$ cat config.mk
export PLATFORM = sky130hd
export DESIGN_NAME = ulfc_top
export DESIGN_NICKNAME = d
export VERILOG_FILES = /design/src/core/ulfc_top.v /design/src/core/ulfc_tx.v
export VERILOG_INCLUDE_DIRS = /design/src /design/src/core
export SDC_FILE = /design/constraint.sdc
export NUM_CORES = 1
export LEC_CHECK = 0
export CORE_MARGIN = 4
export CORE_UTILIZATION = 56
export CTS_CLUSTER_DIAMETER = 200
export DETAILED_ROUTE_END_ITERATION = 12
export DONT_BUFFER_PORTS = 1
export GPL_TIMING_DRIVEN = 0
export PLACE_DENSITY = 0.8
export REMOVE_ABC_BUFFERS = 1
export SLEW_MARGIN = 20
export SYNTH_ARGS = -nofsm -noshare
export SYNTH_HDL_FRONTEND = slang
export SYNTH_SLANG_ARGS = --single-unit
$ cat constraint.sdc
create_clock -name aclk -period 2.6 [get_ports aclk]
set_input_delay 0.39 -clock aclk [delete_from_list [all_inputs] [get_ports aclk]]
set_output_delay 0.39 -clock aclk [all_outputs]
set_load 0.005 [all_outputs]
$ cat src/core/ulfc_defines.vh
// Constants of the UART line format control block.
// Included by bare name by every design file of the block.
`ifndef ULFC_DEFINES_VH
`define ULFC_DEFINES_VH

`define ULFC_OFF_LC     4'h0
`define ULFC_OFF_DIV    4'h4
`define ULFC_OFF_DATA   4'h8
`define ULFC_OFF_STAT   4'hC

`define ULFC_LC_DLAB    7
`define ULFC_LC_BRK     6
`define ULFC_LC_FPAR    5
`define ULFC_LC_EVEN    4
`define ULFC_LC_PEN     3
`define ULFC_LC_STB     2

`define ULFC_LC_RST     8'h00
`define ULFC_DIV_RST    16'h0001

`define ULFC_OVS        6'h10
`define ULFC_HALF       6'h08
`define ULFC_STOP1      6'h10
`define ULFC_STOP15     6'h18
`define ULFC_STOP2      6'h20

`define ULFC_RESP_OK    2'h0
`define ULFC_RESP_ERR   2'h2

`endif

$ cat src/core/ulfc_top.v
// UART channel with the line control register, reached over AXI4-Lite.
// Assumes rxd_in is asynchronous to aclk; txd_out idles high.
//
// Local design decisions: the AXI4-Lite interface to the registers and the register addresses.
`timescale 1ns/1ns
`default_nettype none
`include "ulfc_defines.vh"

// Function
// [RULE1] Bit 7 opens the divisor latch
// [RULE2] Bit 6 holds transmit line low
// [RULE3] Bit 3 adds and checks parity
// [RULE4] Bit 3 clear: no parity at all
// [RULE5] Bit 4 picks odd or even parity
// [RULE6] Bit 5 forces parity, inverse of bit 4
// [RULE7] Bit 2: one, one-and-half, two stops
// [RULE8] Bits 1:0 pick five to eight bits
// [RULE9] Receiver checks only the first stop bit
module ulfc_top (
    input  wire        aclk,
    input  wire        aresetn,
    input  wire [3:0]  s_axi_awaddr,
    input  wire        s_axi_awvalid,
    output wire        s_axi_awready,
    input  wire [31:0] s_axi_wdata,
    input  wire [3:0]  s_axi_wstrb,
    input  wire        s_axi_wvalid,
    output wire        s_axi_wready,
    output reg  [1:0]  s_axi_bresp,
    output reg         s_axi_bvalid,
    input  wire        s_axi_bready,
    input  wire [3:0]  s_axi_araddr,
    input  wire        s_axi_arvalid,
    output wire        s_axi_arready,
    output reg  [31:0] s_axi_rdata,
    output reg  [1:0]  s_axi_rresp,
    output reg         s_axi_rvalid,
    input  wire        s_axi_rready,
    input  wire        rxd_in,
    output reg         txd_out
);
    localparam R_IDLE  = 3'h0;
    localparam R_START = 3'h1;
    localparam R_DATA  = 3'h2;
    localparam R_PAR   = 3'h3;
    localparam R_STOP  = 3'h4;

    reg  [7:0]  line_control_r;
    reg  [15:0] div_r;
    reg  [15:0] bcnt_r;
    reg         tick_r;
    reg         aw_have_r;
    reg         w_have_r;
    reg  [3:0]  awaddr_r;
    reg  [31:0] wdata_r;
    reg  [3:0]  wstrb_r;
    reg         rx_s1_r;
    reg         rx_s2_r;
    reg         rx_s3_r;
    reg         rxf_r;
    reg  [2:0]  rstate_r;
    reg  [5:0]  rtcnt_r;
    reg  [2:0]  ridx_r;
    reg  [7:0]  rsh_r;
    reg  [7:0]  rlc_r;
    reg         rperr_r;
    reg  [7:0]  rx_data_r;
    reg         rx_valid_r;
    reg         perr_r;
    reg         ferr_r;
    wire        tx_ready;
    wire        txd_raw;
    wire        wr_go;
    wire [2:0]  wsel;
    wire        tx_load;
    wire        rx_done;
    wire        rx_read;

    // Returns 0..3 for the mapped words, 4 for anything else
    function [2:0] ulfc_sel;
        input [3:0] addr;
        begin
            if (addr == `ULFC_OFF_LC)
                ulfc_sel = 3'h0;
            else if (addr == `ULFC_OFF_DIV)
                ulfc_sel = 3'h1;
            else if (addr == `ULFC_OFF_DATA)
                ulfc_sel = 3'h2;
            else if (addr == `ULFC_OFF_STAT)
                ulfc_sel = 3'h3;
            else
                ulfc_sel = 3'h4;
        end
    endfunction

    // Parity bit for a character under a given format
    function ulfc_par;
        input [7:0] lc;
        input [7:0] d;
        reg   [7:0] m;
        begin
            case (lc[1:0]) // see [RULE8]
                2'h0:    m = d & 8'h1F;
                2'h1:    m = d & 8'h3F;
                2'h2:    m = d & 8'h7F;
                default: m = d;
            endcase
            if (lc[`ULFC_LC_FPAR])
                ulfc_par = ~lc[`ULFC_LC_EVEN]; // see [RULE6]
            else if (lc[`ULFC_LC_EVEN])
                ulfc_par = ^m; // see [RULE5]
            else
                ulfc_par = ~(^m); // see [RULE5]
        end
    endfunction

    assign s_axi_awready = !aw_have_r && !s_axi_bvalid;
    assign s_axi_wready  = !w_have_r && !s_axi_bvalid;
    assign s_axi_arready = !s_axi_rvalid;
    assign wr_go         = aw_have_r && w_have_r;
    assign wsel          = ulfc_sel(awaddr_r);
    assign tx_load       = wr_go && (wsel == 3'h2) && wstrb_r[0] && tx_ready;
    assign rx_read       = s_axi_arvalid && s_axi_arready &&
                           (ulfc_sel(s_axi_araddr) == 3'h2);
    assign rx_done       = tick_r && (rstate_r == R_STOP) && (rtcnt_r == `ULFC_OVS - 6'h01);

    // Write channel: address and data taken in either order
    always @(posedge aclk) begin
        if (!aresetn) begin
            aw_have_r      <= 1'b0;
            w_have_r       <= 1'b0;
            awaddr_r       <= 4'h0;
            wdata_r        <= 32'h00000000;
            wstrb_r        <= 4'h0;
            s_axi_bvalid   <= 1'b0;
            s_axi_bresp    <= `ULFC_RESP_OK;
            line_control_r <= `ULFC_LC_RST;
            div_r          <= `ULFC_DIV_RST;
        end else begin
            if (s_axi_awvalid && s_axi_awready) begin
                aw_have_r <= 1'b1;
                awaddr_r  <= s_axi_awaddr;
            end
            if (s_axi_wvalid && s_axi_wready) begin
                w_have_r <= 1'b1;
                wdata_r  <= s_axi_wdata;
                wstrb_r  <= s_axi_wstrb;
            end
            if (wr_go) begin
                aw_have_r    <= 1'b0;
                w_have_r     <= 1'b0;
                s_axi_bvalid <= 1'b1;
                s_axi_bresp  <= (wsel == 3'h4) ? `ULFC_RESP_ERR : `ULFC_RESP_OK;
                if (wsel == 3'h0 && wstrb_r[0])
                    line_control_r <= wdata_r[7:0];
                // Divisor only writable with the latch open
                if (wsel == 3'h1 && line_control_r[`ULFC_LC_DLAB]) begin // see [RULE1]
                    if (wstrb_r[0])
                        div_r[7:0] <= wdata_r[7:0];
                    if (wstrb_r[1])
                        div_r[15:8] <= wdata_r[15:8];
                end
            end else if (s_axi_bvalid && s_axi_bready) begin
                s_axi_bvalid <= 1'b0;
            end
        end
    end

    // Read channel
    always @(posedge aclk) begin
        if (!aresetn) begin
            s_axi_rvalid <= 1'b0;
            s_axi_rdata  <= 32'h00000000;
            s_axi_rresp  <= `ULFC_RESP_OK;
        end else if (s_axi_arvalid && s_axi_arready) begin
            s_axi_rvalid <= 1'b1;
            s_axi_rresp  <= `ULFC_RESP_OK;
            case (ulfc_sel(s_axi_araddr))
                3'h0:    s_axi_rdata <= {24'h000000, line_control_r};
                3'h1:    s_axi_rdata <= line_control_r[`ULFC_LC_DLAB] ?
                                        {16'h0000, div_r} : 32'h00000000; // see [RULE1]
                3'h2:    s_axi_rdata <= {24'h000000, rx_data_r};
                3'h3:    s_axi_rdata <= {28'h0000000, perr_r, ferr_r, rx_valid_r, tx_ready};
                default: begin
                    s_axi_rdata <= 32'h00000000;
                    s_axi_rresp <= `ULFC_RESP_ERR;
                end
            endcase
        end else if (s_axi_rvalid && s_axi_rready) begin
            s_axi_rvalid <= 1'b0;
        end
    end

    // Sixteen ticks per bit; a divisor of zero behaves as one
    always @(posedge aclk) begin
        if (!aresetn) begin
            bcnt_r <= 16'h0000;
            tick_r <= 1'b0;
        end else if (bcnt_r + 16'h0001 >= div_r) begin
            bcnt_r <= 16'h0000;
            tick_r <= 1'b1;
        end else begin
            bcnt_r <= bcnt_r + 16'h0001;
            tick_r <= 1'b0;
        end
    end

    ulfc_tx u_tx (
        .aclk         (aclk),
        .aresetn      (aresetn),
        .tick         (tick_r),
        .load         (tx_load),
        .data         (wdata_r[7:0]),
        .line_control (line_control_r),
        .par_bit      (ulfc_par(line_control_r, wdata_r[7:0])),
        .ready        (tx_ready),
        .txd_r        (txd_raw)
    );

    // Break overrides any character in flight
    always @(posedge aclk) begin
        if (!aresetn)
            txd_out <= 1'b1;
        else
            txd_out <= txd_raw & ~line_control_r[`ULFC_LC_BRK]; // see [RULE2]
    end

    // Pin synchroniser; level accepted once stages two and three agree
    always @(posedge aclk) begin
        if (!aresetn) begin
            rx_s1_r <= 1'b1;
            rx_s2_r <= 1'b1;
            rx_s3_r <= 1'b1;
            rxf_r   <= 1'b1;
        end else begin
            rx_s1_r <= rxd_in;
            rx_s2_r <= rx_s1_r;
            rx_s3_r <= rx_s2_r;
            if (rx_s2_r == rx_s3_r)
                rxf_r <= rx_s3_r;
        end
    end

    // Receiver: samples mid-bit, format latched at start
    always @(posedge aclk) begin
        if (!aresetn) begin
            rstate_r <= R_IDLE;
            rtcnt_r  <= 6'h00;
            ridx_r   <= 3'h0;
            rsh_r    <= 8'h00;
            rlc_r    <= `ULFC_LC_RST;
            rperr_r  <= 1'b0;
        end else if (rstate_r == R_IDLE) begin
            if (!rxf_r) begin
                rstate_r <= R_START;
                rtcnt_r  <= 6'h00;
                rsh_r    <= 8'h00;
                rperr_r  <= 1'b0;
                rlc_r    <= line_control_r;
            end
        end else if (tick_r) begin
            if (rstate_r == R_START && rtcnt_r == `ULFC_HALF - 6'h01) begin
                rtcnt_r  <= 6'h00;
                ridx_r   <= 3'h0;
                rstate_r <= rxf_r ? R_IDLE : R_DATA;
            end else if (rstate_r != R_START && rtcnt_r == `ULFC_OVS - 6'h01) begin
                rtcnt_r <= 6'h00;
                case (rstate_r)
                    R_DATA: begin
                        rsh_r[ridx_r] <= rxf_r;
                        ridx_r        <= ridx_r + 3'h1;
                        if (ridx_r == 3'h4 + {1'b0, rlc_r[1:0]}) // see [RULE8]
                            rstate_r <= rlc_r[`ULFC_LC_PEN] ? R_PAR : R_STOP; // see [RULE3] [RULE4]
                    end
                    R_PAR: begin
                        rperr_r  <= (rxf_r != ulfc_par(rlc_r, rsh_r)); // see [RULE3]
                        rstate_r <= R_STOP;
                    end
                    default: begin
                        // Later stop bits are not waited for
                        rstate_r <= R_IDLE; // see [RULE9]
                    end
                endcase
            end else begin
                rtcnt_r <= rtcnt_r + 6'h01;
            end
        end
    end

    // Received character; a new arrival wins over the clearing read
    always @(posedge aclk) begin
        if (!aresetn) begin
            rx_data_r  <= 8'h00;
            rx_valid_r <= 1'b0;
            perr_r     <= 1'b0;
            ferr_r     <= 1'b0;
        end else if (rx_done) begin
            rx_data_r  <= rsh_r;
            rx_valid_r <= 1'b1;
            perr_r     <= rperr_r;
            ferr_r     <= !rxf_r; // see [RULE9]
        end else if (rx_read) begin
            rx_valid_r <= 1'b0;
        end
    end
endmodule // ulfc_top

`default_nettype wire

$ cat src/core/ulfc_tx.v
// Character transmitter driven by the 16x baud tick.
// Assumes load comes only while ready is high; break is applied by the parent.
`timescale 1ns/1ns
`default_nettype none
`include "ulfc_defines.vh"

module ulfc_tx (
    input  wire       aclk,
    input  wire       aresetn,
    input  wire       tick,
    input  wire       load,
    input  wire [7:0] data,
    input  wire [7:0] line_control,
    input  wire       par_bit,
    output wire       ready,
    output reg        txd_r
);
    localparam S_IDLE  = 3'h0;
    localparam S_START = 3'h1;
    localparam S_DATA  = 3'h2;
    localparam S_PAR   = 3'h3;
    localparam S_STOP  = 3'h4;

    reg  [2:0] state_r;
    reg  [5:0] tcnt_r;
    reg  [2:0] idx_r;
    reg  [7:0] shift_r;
    reg        par_r;
    reg  [7:0] lc_r;
    wire [5:0] stop_len;
    wire [5:0] bit_len;
    wire [2:0] last_idx;

    // Format is frozen per character so a mid-frame write cannot tear it
    assign stop_len = !lc_r[`ULFC_LC_STB] ? `ULFC_STOP1 :
                      (lc_r[1:0] == 2'h0) ? `ULFC_STOP15 : `ULFC_STOP2; // see [RULE7]
    assign bit_len  = (state_r == S_STOP) ? stop_len : `ULFC_OVS;
    assign last_idx = 3'h4 + {1'b0, lc_r[1:0]}; // see [RULE8]
    assign ready    = (state_r == S_IDLE);

    always @(posedge aclk) begin
        if (!aresetn) begin
            state_r <= S_IDLE;
            tcnt_r  <= 6'h00;
            idx_r   <= 3'h0;
            shift_r <= 8'h00;
            par_r   <= 1'b0;
            lc_r    <= `ULFC_LC_RST;
            txd_r   <= 1'b1;
        end else begin
            case (state_r)
                S_IDLE: begin
                    txd_r <= 1'b1;
                    if (load) begin
                        shift_r <= data;
                        par_r   <= par_bit;
                        lc_r    <= line_control;
                        tcnt_r  <= 6'h00;
                        state_r <= S_START;
                        txd_r   <= 1'b0;
                    end
                end
                default: begin
                    if (tick) begin
                        if (tcnt_r == bit_len - 6'h01) begin
                            tcnt_r <= 6'h00;
                            case (state_r)
                                S_START: begin
                                    idx_r   <= 3'h0;
                                    txd_r   <= shift_r[0];
                                    state_r <= S_DATA;
                                end
                                S_DATA: begin
                                    if (idx_r == last_idx) begin
                                        if (lc_r[`ULFC_LC_PEN]) begin // see [RULE3]
                                            txd_r   <= par_r;
                                            state_r <= S_PAR;
                                        end else begin // see [RULE4]
                                            txd_r   <= 1'b1;
                                            state_r <= S_STOP;
                                        end
                                    end else begin
                                        idx_r   <= idx_r + 3'h1;
                                        shift_r <= {1'b0, shift_r[7:1]};
                                        txd_r   <= shift_r[1];
                                    end
                                end
                                S_PAR: begin
                                    txd_r   <= 1'b1;
                                    state_r <= S_STOP;
                                end
                                default: begin
                                    state_r <= S_IDLE;
                                end
                            endcase
                        end else begin
                            tcnt_r <= tcnt_r + 6'h01;
                        end
                    end
                end
            endcase
        end
    end
endmodule // ulfc_tx

`default_nettype wire

==> results of run 1 <==
how the worst max path moves through the flow:
| stage | from | slack, ns | end |
|---|---|---|---|
| 6_report | bcnt_r[3] | -0.08 | bcnt_r[3] |
| 3_3_place_gp | bcnt_r[2] | -0.70 | bcnt_r[14] |
| 5_1_grt | bcnt_r[3] | -0.18 | bcnt_r[3] |
| 2_1_floorplan | bcnt_r[2] | -0.19 | bcnt_r[10] |
| 4_1_cts | bcnt_r[3] | -0.003 | bcnt_r[14] |
| 3_5_place_dp | bcnt_r[2] | -0.43 | bcnt_r[14] |
kinds of logic after synthesis:
family,after synthesis
flops,153
buf+inv,89
simple gates,367
xor+xnor,40
mux,40
compound gates,153
other cells,1
fa+ha+maj,22
layout by cell type (no fill, tap or decap), types with 5 or more instances in the layout:
| master | count |
|---|---|
| dfxtp_2 | 5 |
| clkbuf_16 | 17 |
| a21oi_1 | 75 |
| nand2_1 | 140 |
| a222oi_1 | 5 |
| nand2b_1 | 8 |
| xor2_1 | 12 |
| nand4_1 | 8 |
| nor3b_1 | 9 |
| conb_1 | 18 |
| inv_1 | 24 |
| o21ai_0 | 16 |
| nand3b_1 | 6 |
| nand3_1 | 27 |
| and3_1 | 5 |
| nor2_1 | 95 |
| xnor2_1 | 23 |
| buf_4 | 18 |
| mux2i_1 | 36 |
| and2_1 | 10 |
| ha_1 | 20 |
| nor2b_1 | 18 |
| dfxtp_1 | 147 |
| a311oi_1 | 8 |
| a21o_1 | 7 |
cell usage after synthesis (all sizes together), types with 3 or more instances:
cell	instances	area share (%)
nor3b	9	0.92
and2	12	1.0
dfxtp	153	42
nand2b	8	0.68
a211oi	4	0.58
or3	3	0.27
a41o	3	0.41
a2bb2oi	4	0.48
nand4	9	0.98
a21o	7	0.72
o31ai	4	0.41
xnor2	27	3.2
a311oi	8	0.96
nor3	5	0.50
a31oi	4	0.34
a22oi	3	0.31
clkbuf	35	1.8
and3b	3	0.36
nand3b	6	0.62
buf	29	2.7
ha	22	3.8
o21ai	16	1.1
and3	6	0.51
nand2	142	7.4
a32oi	3	0.36
nor4	3	0.46
a21oi	77	5.3
a222oi	5	0.68
mux2i	36	4.9
inv	25	1.3
mux2	4	0.62
xor2	12	1.4
nor2b	20	1.7
nor2	98	5.0
nand3	30	2.1
worst reg2reg max path, cell delays in order, from the launching register on:
cell and delay (ns):
dfxtp_2 0.33, and2_4 0.15, and4_4 0.29, nand3_4 0.09, or3_4 0.43, xnor2_4 0.16, ha_4 0.28, nand4_1 0.09
a21o_1 0.18, o211ai_1 0.24, buf_4 0.17, buf_6 0.12, nor2b_1 0.05
sequential cells by signal, summed over array words and instances (netlist names), 6 cells and up:
signal          flops
rtcnt_r             6
line_control_r      8
u_tx.shift_r        8
wdata_r            16
u_tx.tcnt_r         6
s_axi_rdata        16
rx_data_r           8
bcnt_r             16
rsh_r               8
div_r              16
power by group through the flow:
stage	Clock (uW)	Combinational [uW]	Sequential (uW)
after floorplan	0	131	2460
after global placement	0	160	2470
after detailed placement	0	169	2470
after CTS	2440	169	2420
after global routing	2530	193	2420
final	2420	170	2420
timing repair:
item / 4_1_cts / 5_1_grt
cloned: 1 / 0
setup endpoints to repair: 28 / 26
resized for setup: 22 / 16
buffers inserted: 10 / 10
pin swaps: 2 / 13
through the flow:
step / area [sq um] / cells
after floorplan: 7050 / 818
after global placement: 7260 / 990
after detailed placement: 7310 / 992
after CTS: 8050 / 1034
after global routing: 8220 / 1044
final: 8220 / 1044
routing by layer:
metal | wire (microns) | part of all wire, %
met5 | 0 | 0
met4 | 352 | 2.1
met1 | 7550 | 46
met2 | 7570 | 46
met3 | 983 | 6.0
final cells by class:
cell class                 instances  area [sq um]  area share (%)
multi-input combinational        640          4040            49.2
sequential                       153          3070            37.4
clock buffer                      20           467            5.68
tap                              172           215            2.62
timing repair buffer              23           210            2.56
clock inverter                    11           111            1.36
inverter                          25          96.3            1.17
==> results.yml, run 1 <==
run_status:
  outcome: "complete, but fails checks"
  violations: "setup timing"
place:
  routabilityCongestion: 0.841
  dp_hpwl_microns: 10800
  io_buffers: 0
  dp_slack_ns: -0.429
clock_tree:
  clk_pin_slew_worst_paths_ns: 0.06
  cts.sinks: 153
  worstSkewPairLatency_ns: 0.43
  htreeDepth: 4
  cts.hold.buffers_added: 0
  cts_made_buffers: 17
  max-clock-path-buffers: 2
  cts_tree: "yes"
  root_buffer: "clkbuf_16"
power_and_ir_drop:
  pwr-share-clk_pct: 48.3
  comb_power_share_pct: 3.4
  leakage_uw: 0.00312
  power_density_mw_per_mm2: 609
  p_sw_share_pct: 23.4
  ir_drop_v: 0.000498
  seqPwrFrac_pct: 48.3
  p_sw_uw: 1170
  total_power_uw: 5010
  p_int_uw: 3840
worst_setup_path:
  ff2ff_path_depth: 12
  slowest_delay_ns: 0.43
  cp.required_ns: 2.92
  reg2reg_slack_ns: -0.08
  start_kind: "flip-flop"
  critPathKind: "reg2reg"
  r2r-end: "bcnt_r[3]"
  arrival_ns: 3.00
  cp_max_fo: 6
  crit_chain: "and2_4, and4_4, nand3_4, or3_4, xnor2_4, ha_4, nand4_1, a21o_1, o211ai_1, buf_4, buf_6, nor2b_1"
  endpoint_kind: "flip-flop"
  reg2reg_from: "bcnt_r[3]"
  critPathSlowestCell: "or3_4"
  cp_num_buf_inv: 2
  cp.depth: 12
  cp_top_family: "simple AND/OR/NAND/NOR gates"
global_route:
  grt_usage_pct: 21.6
  use_met1_pct: 30.2
  grt_pass1_vias: 5371
  grt_overflow: 0
  grt_pass1_wl_microns: 26000
  grt.busiest_layer: "met2"
  use_met2_pct: 32.7
  grt_max_degree: 77
  antenna_found_initial: 0
  grt_use_met3_pct: 5.02
route:
  drtIter0Drc: 487
  final_antenna_net_count: 0
  vias_per_cell: 5.70
  first_pass_iters: 5
  vias: 5952
  route.detailed.drc: 0
  wl_microns: 16500
  wl_per_cell_microns: 15.8
logic_synthesis:
  synth_edf_count: 0
  ys.flop_type: "dfxtp_1"
  synth-seq-cells: 153
  synth-simple-area-share_pct: 24.4
  ys_seq_area_share_pct: 41.9
  synth_area_per_cell_sq_um: 8.46
  yosys_warnings: 0
  synth_cell_type_count: 66
  synthMuxAreaShare_pct: 5.54
  synth-xor-area-share_pct: 4.98
  synth_fa_ha_area_share_pct: 3.76
  synth_cells: 865
  synth_top_family_by_area: "simple AND/OR/NAND/NOR gates"
  netlist_area_sq_mm: 0.00731
  synth_compound_area_share_pct: 13.6
  async_flop_share_pct: 0
die:
  core_area_sq_mm: 0.0127
  ios: 94
  fp.dieArea_sq_mm: 0.0150
  die_h_microns: 122
  die_x_microns: 122
  initial_core_util_pct: 57.5
  rows: 41
finish:
  areaGrowthSynthToFinish_pct: 12.3
  layout-drive-gt1-share_pct: 11.4
  fin_nets: 934
  num_antenna_cells: 0
  num-fill-cells: 1070
  final_core_util_pct: 64.6
hold_path:
  min_to: "div_r[0]"
  hold_path.startpoint: "aresetn"
  whs_path_depth: 1
  hold_class: "in2reg"
timing:
  fin_crit_sh_pct: 103
  grt_setup_unrepaired: "yes"
  fin_setup_tns_ns: -0.643
  fin_crit_ns: 2.68
  worst_pin_slew_ns: 0.850
  finalMaxSlewViolations: 0
  max_freq_mhz: 373
  max_slew_margin_pct: 43.1
  skew_ns: 0.00605
  report.final.setup_viol: 13
  hold_violations: 0
  fin_ws_ns: -0.0801
  whs_ns: 0.0380
job:
  maxCapViolCount: 0
(Power assumes the default switching activity.)
==> run 2: changes to the inputs <==
- RECOVER_POWER: unset -> 50
==> run 2 against run 1 <==
- the flow finishes with violations (capacitance limit, setup timing)
- routed wire length hardly changed
- die area stayed put
- critical path depth stayed put
- largest power group unchanged
- highest routed layer unchanged
==> results.yml, run 2 (synthesis results as in run 1) <==
route:
  wl_microns: 16500
  route.detailed.drc: 0
  drtIter0Drc: 486
  first_pass_iters: 5
  vias: 5956
  vias_per_cell: 5.70
  final_antenna_net_count: 0
  wl_per_cell_microns: 15.8
worst_setup_path:
  critPathKind: "reg2reg"
  startpoint: "bcnt_r[3]"
  start_kind: "flip-flop"
  endpoint_kind: "flip-flop"
  reg2reg_slack_ns: -0.08
  ff2ff_path_depth: 12
  arrival_ns: 3.00
  cp_max_fo: 6
  cp.required_ns: 2.92
  r2r-end: "bcnt_r[3]"
  reg2reg_from: "bcnt_r[3]"
clock_tree:
  cts.hold.buffers_added: 0
  max-clock-path-buffers: 2
  htreeDepth: 4
  worstSkewPairLatency_ns: 0.43
  cts_tree: "yes"
  cts_made_buffers: 17
  cts.sinks: 153
  clk_pin_slew_worst_paths_ns: 0.06
  root_buffer: "clkbuf_16"
hold_path:
  hold_path.startpoint: "aresetn"
  min_to: "div_r[0]"
  whs_path_depth: 1
  hold_class: "in2reg"
timing:
  report.final.setup_viol: 13
  max_slew_margin_pct: 5.78
  worst_pin_slew_ns: 1.41
  grt_setup_unrepaired: "yes"
  skew_ns: 0.00599
  fin_crit_ns: 2.68
  fin_crit_sh_pct: 103
  fin_ws_ns: -0.0801
  max_freq_mhz: 373
  finalMaxSlewViolations: 0
  hold_violations: 0
finish:
  layout_commonest_cell: "dfxtp_1"
  areaGrowthSynthToFinish_pct: 12.0
  layout-drive-gt1-share_pct: 11.4
  final_core_util_pct: 64.4
  fin_area_sq_mm: 0.00819
  stdcell_count: 1044
  fin_nets: 934
  num_antenna_cells: 0
  layout_common_cells: "147 x dfxtp_1, 140 x nand2_1, 95 x nor2_1"
place:
  dp_hpwl_microns: 10800
  place_area_sq_mm: 0.00731
  dp_cells: 992
  routabilityCongestion: 0.841
  io_buffers: 0
die:
  die_x_microns: 122
  ios: 94
  rows: 41
  fp.dieArea_sq_mm: 0.0150
  initial_core_util_pct: 57.5
  core_area_sq_mm: 0.0127
  die_h_microns: 122
run_status:
  violations: "capacitance limit, setup timing"
  outcome: "complete, but fails checks"
global_route:
  grt_pass1_vias: 5371
  use_met2_pct: 32.7
  grt_max_degree: 77
  use_met1_pct: 30.2
  grt_use_met3_pct: 5.02
  grt_overflow: 0
  grt.busiest_layer: "met2"
  antenna_found_initial: 0
  grt_pass1_wl_microns: 26000
  grt_usage_pct: 21.6
power_and_ir_drop:
  leakage_uw: 0.00310
  ir_drop_v: 0.000498
  power_density_mw_per_mm2: 611
  total_power_uw: 5000
job:
  maxCapViolCount: 1
-- run 2: changes by cell type in the layout (fill, tap and decap cells not counted), sizes merged --
cell      delta
clkinvlp     +1
inv          -1
-- run 2: how the worst max path moves through the flow --
stage	to	slack, ns
6_report	bcnt_r[3]	-0.08
5_1_grt	bcnt_r[3]	-0.18
4_1_cts	bcnt_r[14]	-0.003
3_5_place_dp	bcnt_r[14]	-0.43
3_3_place_gp	bcnt_r[14]	-0.70
2_1_floorplan	bcnt_r[10]	-0.19
-- run 2: report_power, final --
part	total (uW)	internal, uW	switching, uW
Combinational	166	55.0	111
Sequential	2420	2380	41.1
Clock	2420	1400	1020
Total	5000	3830	1170
-- run 2: repair_timing --
item,4_1_cts,5_1_grt
buffers inserted,10,10
gates cloned,1,0
gates resized for setup,22,16
pin swaps,2,13
endpoints found under the setup margin,28,26
-- run 2: metal layers --
layer  vias up  wire [microns]
li1       2921               -
met1      2809            7550
met3        37            1010
met4         0             352
met5         -               0
met2       189            7550
-- run 2: final cells by class --
class	instances	area, sq um
fill	1073	4530
multi-input combinational	640	4040
sequential	153	3070
clock buffer	20	467
tap	172	215
timing repair buffer	23	190
clock inverter	11	111
inverter	25	95.1
-- run 2: worst max-delay path, stage by stage, from the launching register on --
cell,delay [ns]
dfxtp_2,0.33
and2_4,0.15
and4_4,0.29
nand3_4,0.09
or3_4,0.43
xnor2_4,0.16
ha_4,0.28
nand4_1,0.09
a21o_1,0.18
o211ai_1,0.24
buf_4,0.17
buf_6,0.12
nor2b_1,0.05
-- run 2: stage by stage --
step	hold slack, ns	worst slack (ns)	TNS, ns
3_3_place_gp	0.399	-0.695	-12.15
3_5_place_dp	0.399	-0.429	-7.12
5_1_grt	0.0184	-0.181	-2.33
4_1_cts	0.0210	-0.00256	-0.00256
2_1_floorplan	0.386	-0.189	-2.98
6_report	0.0373	-0.0801	-0.647
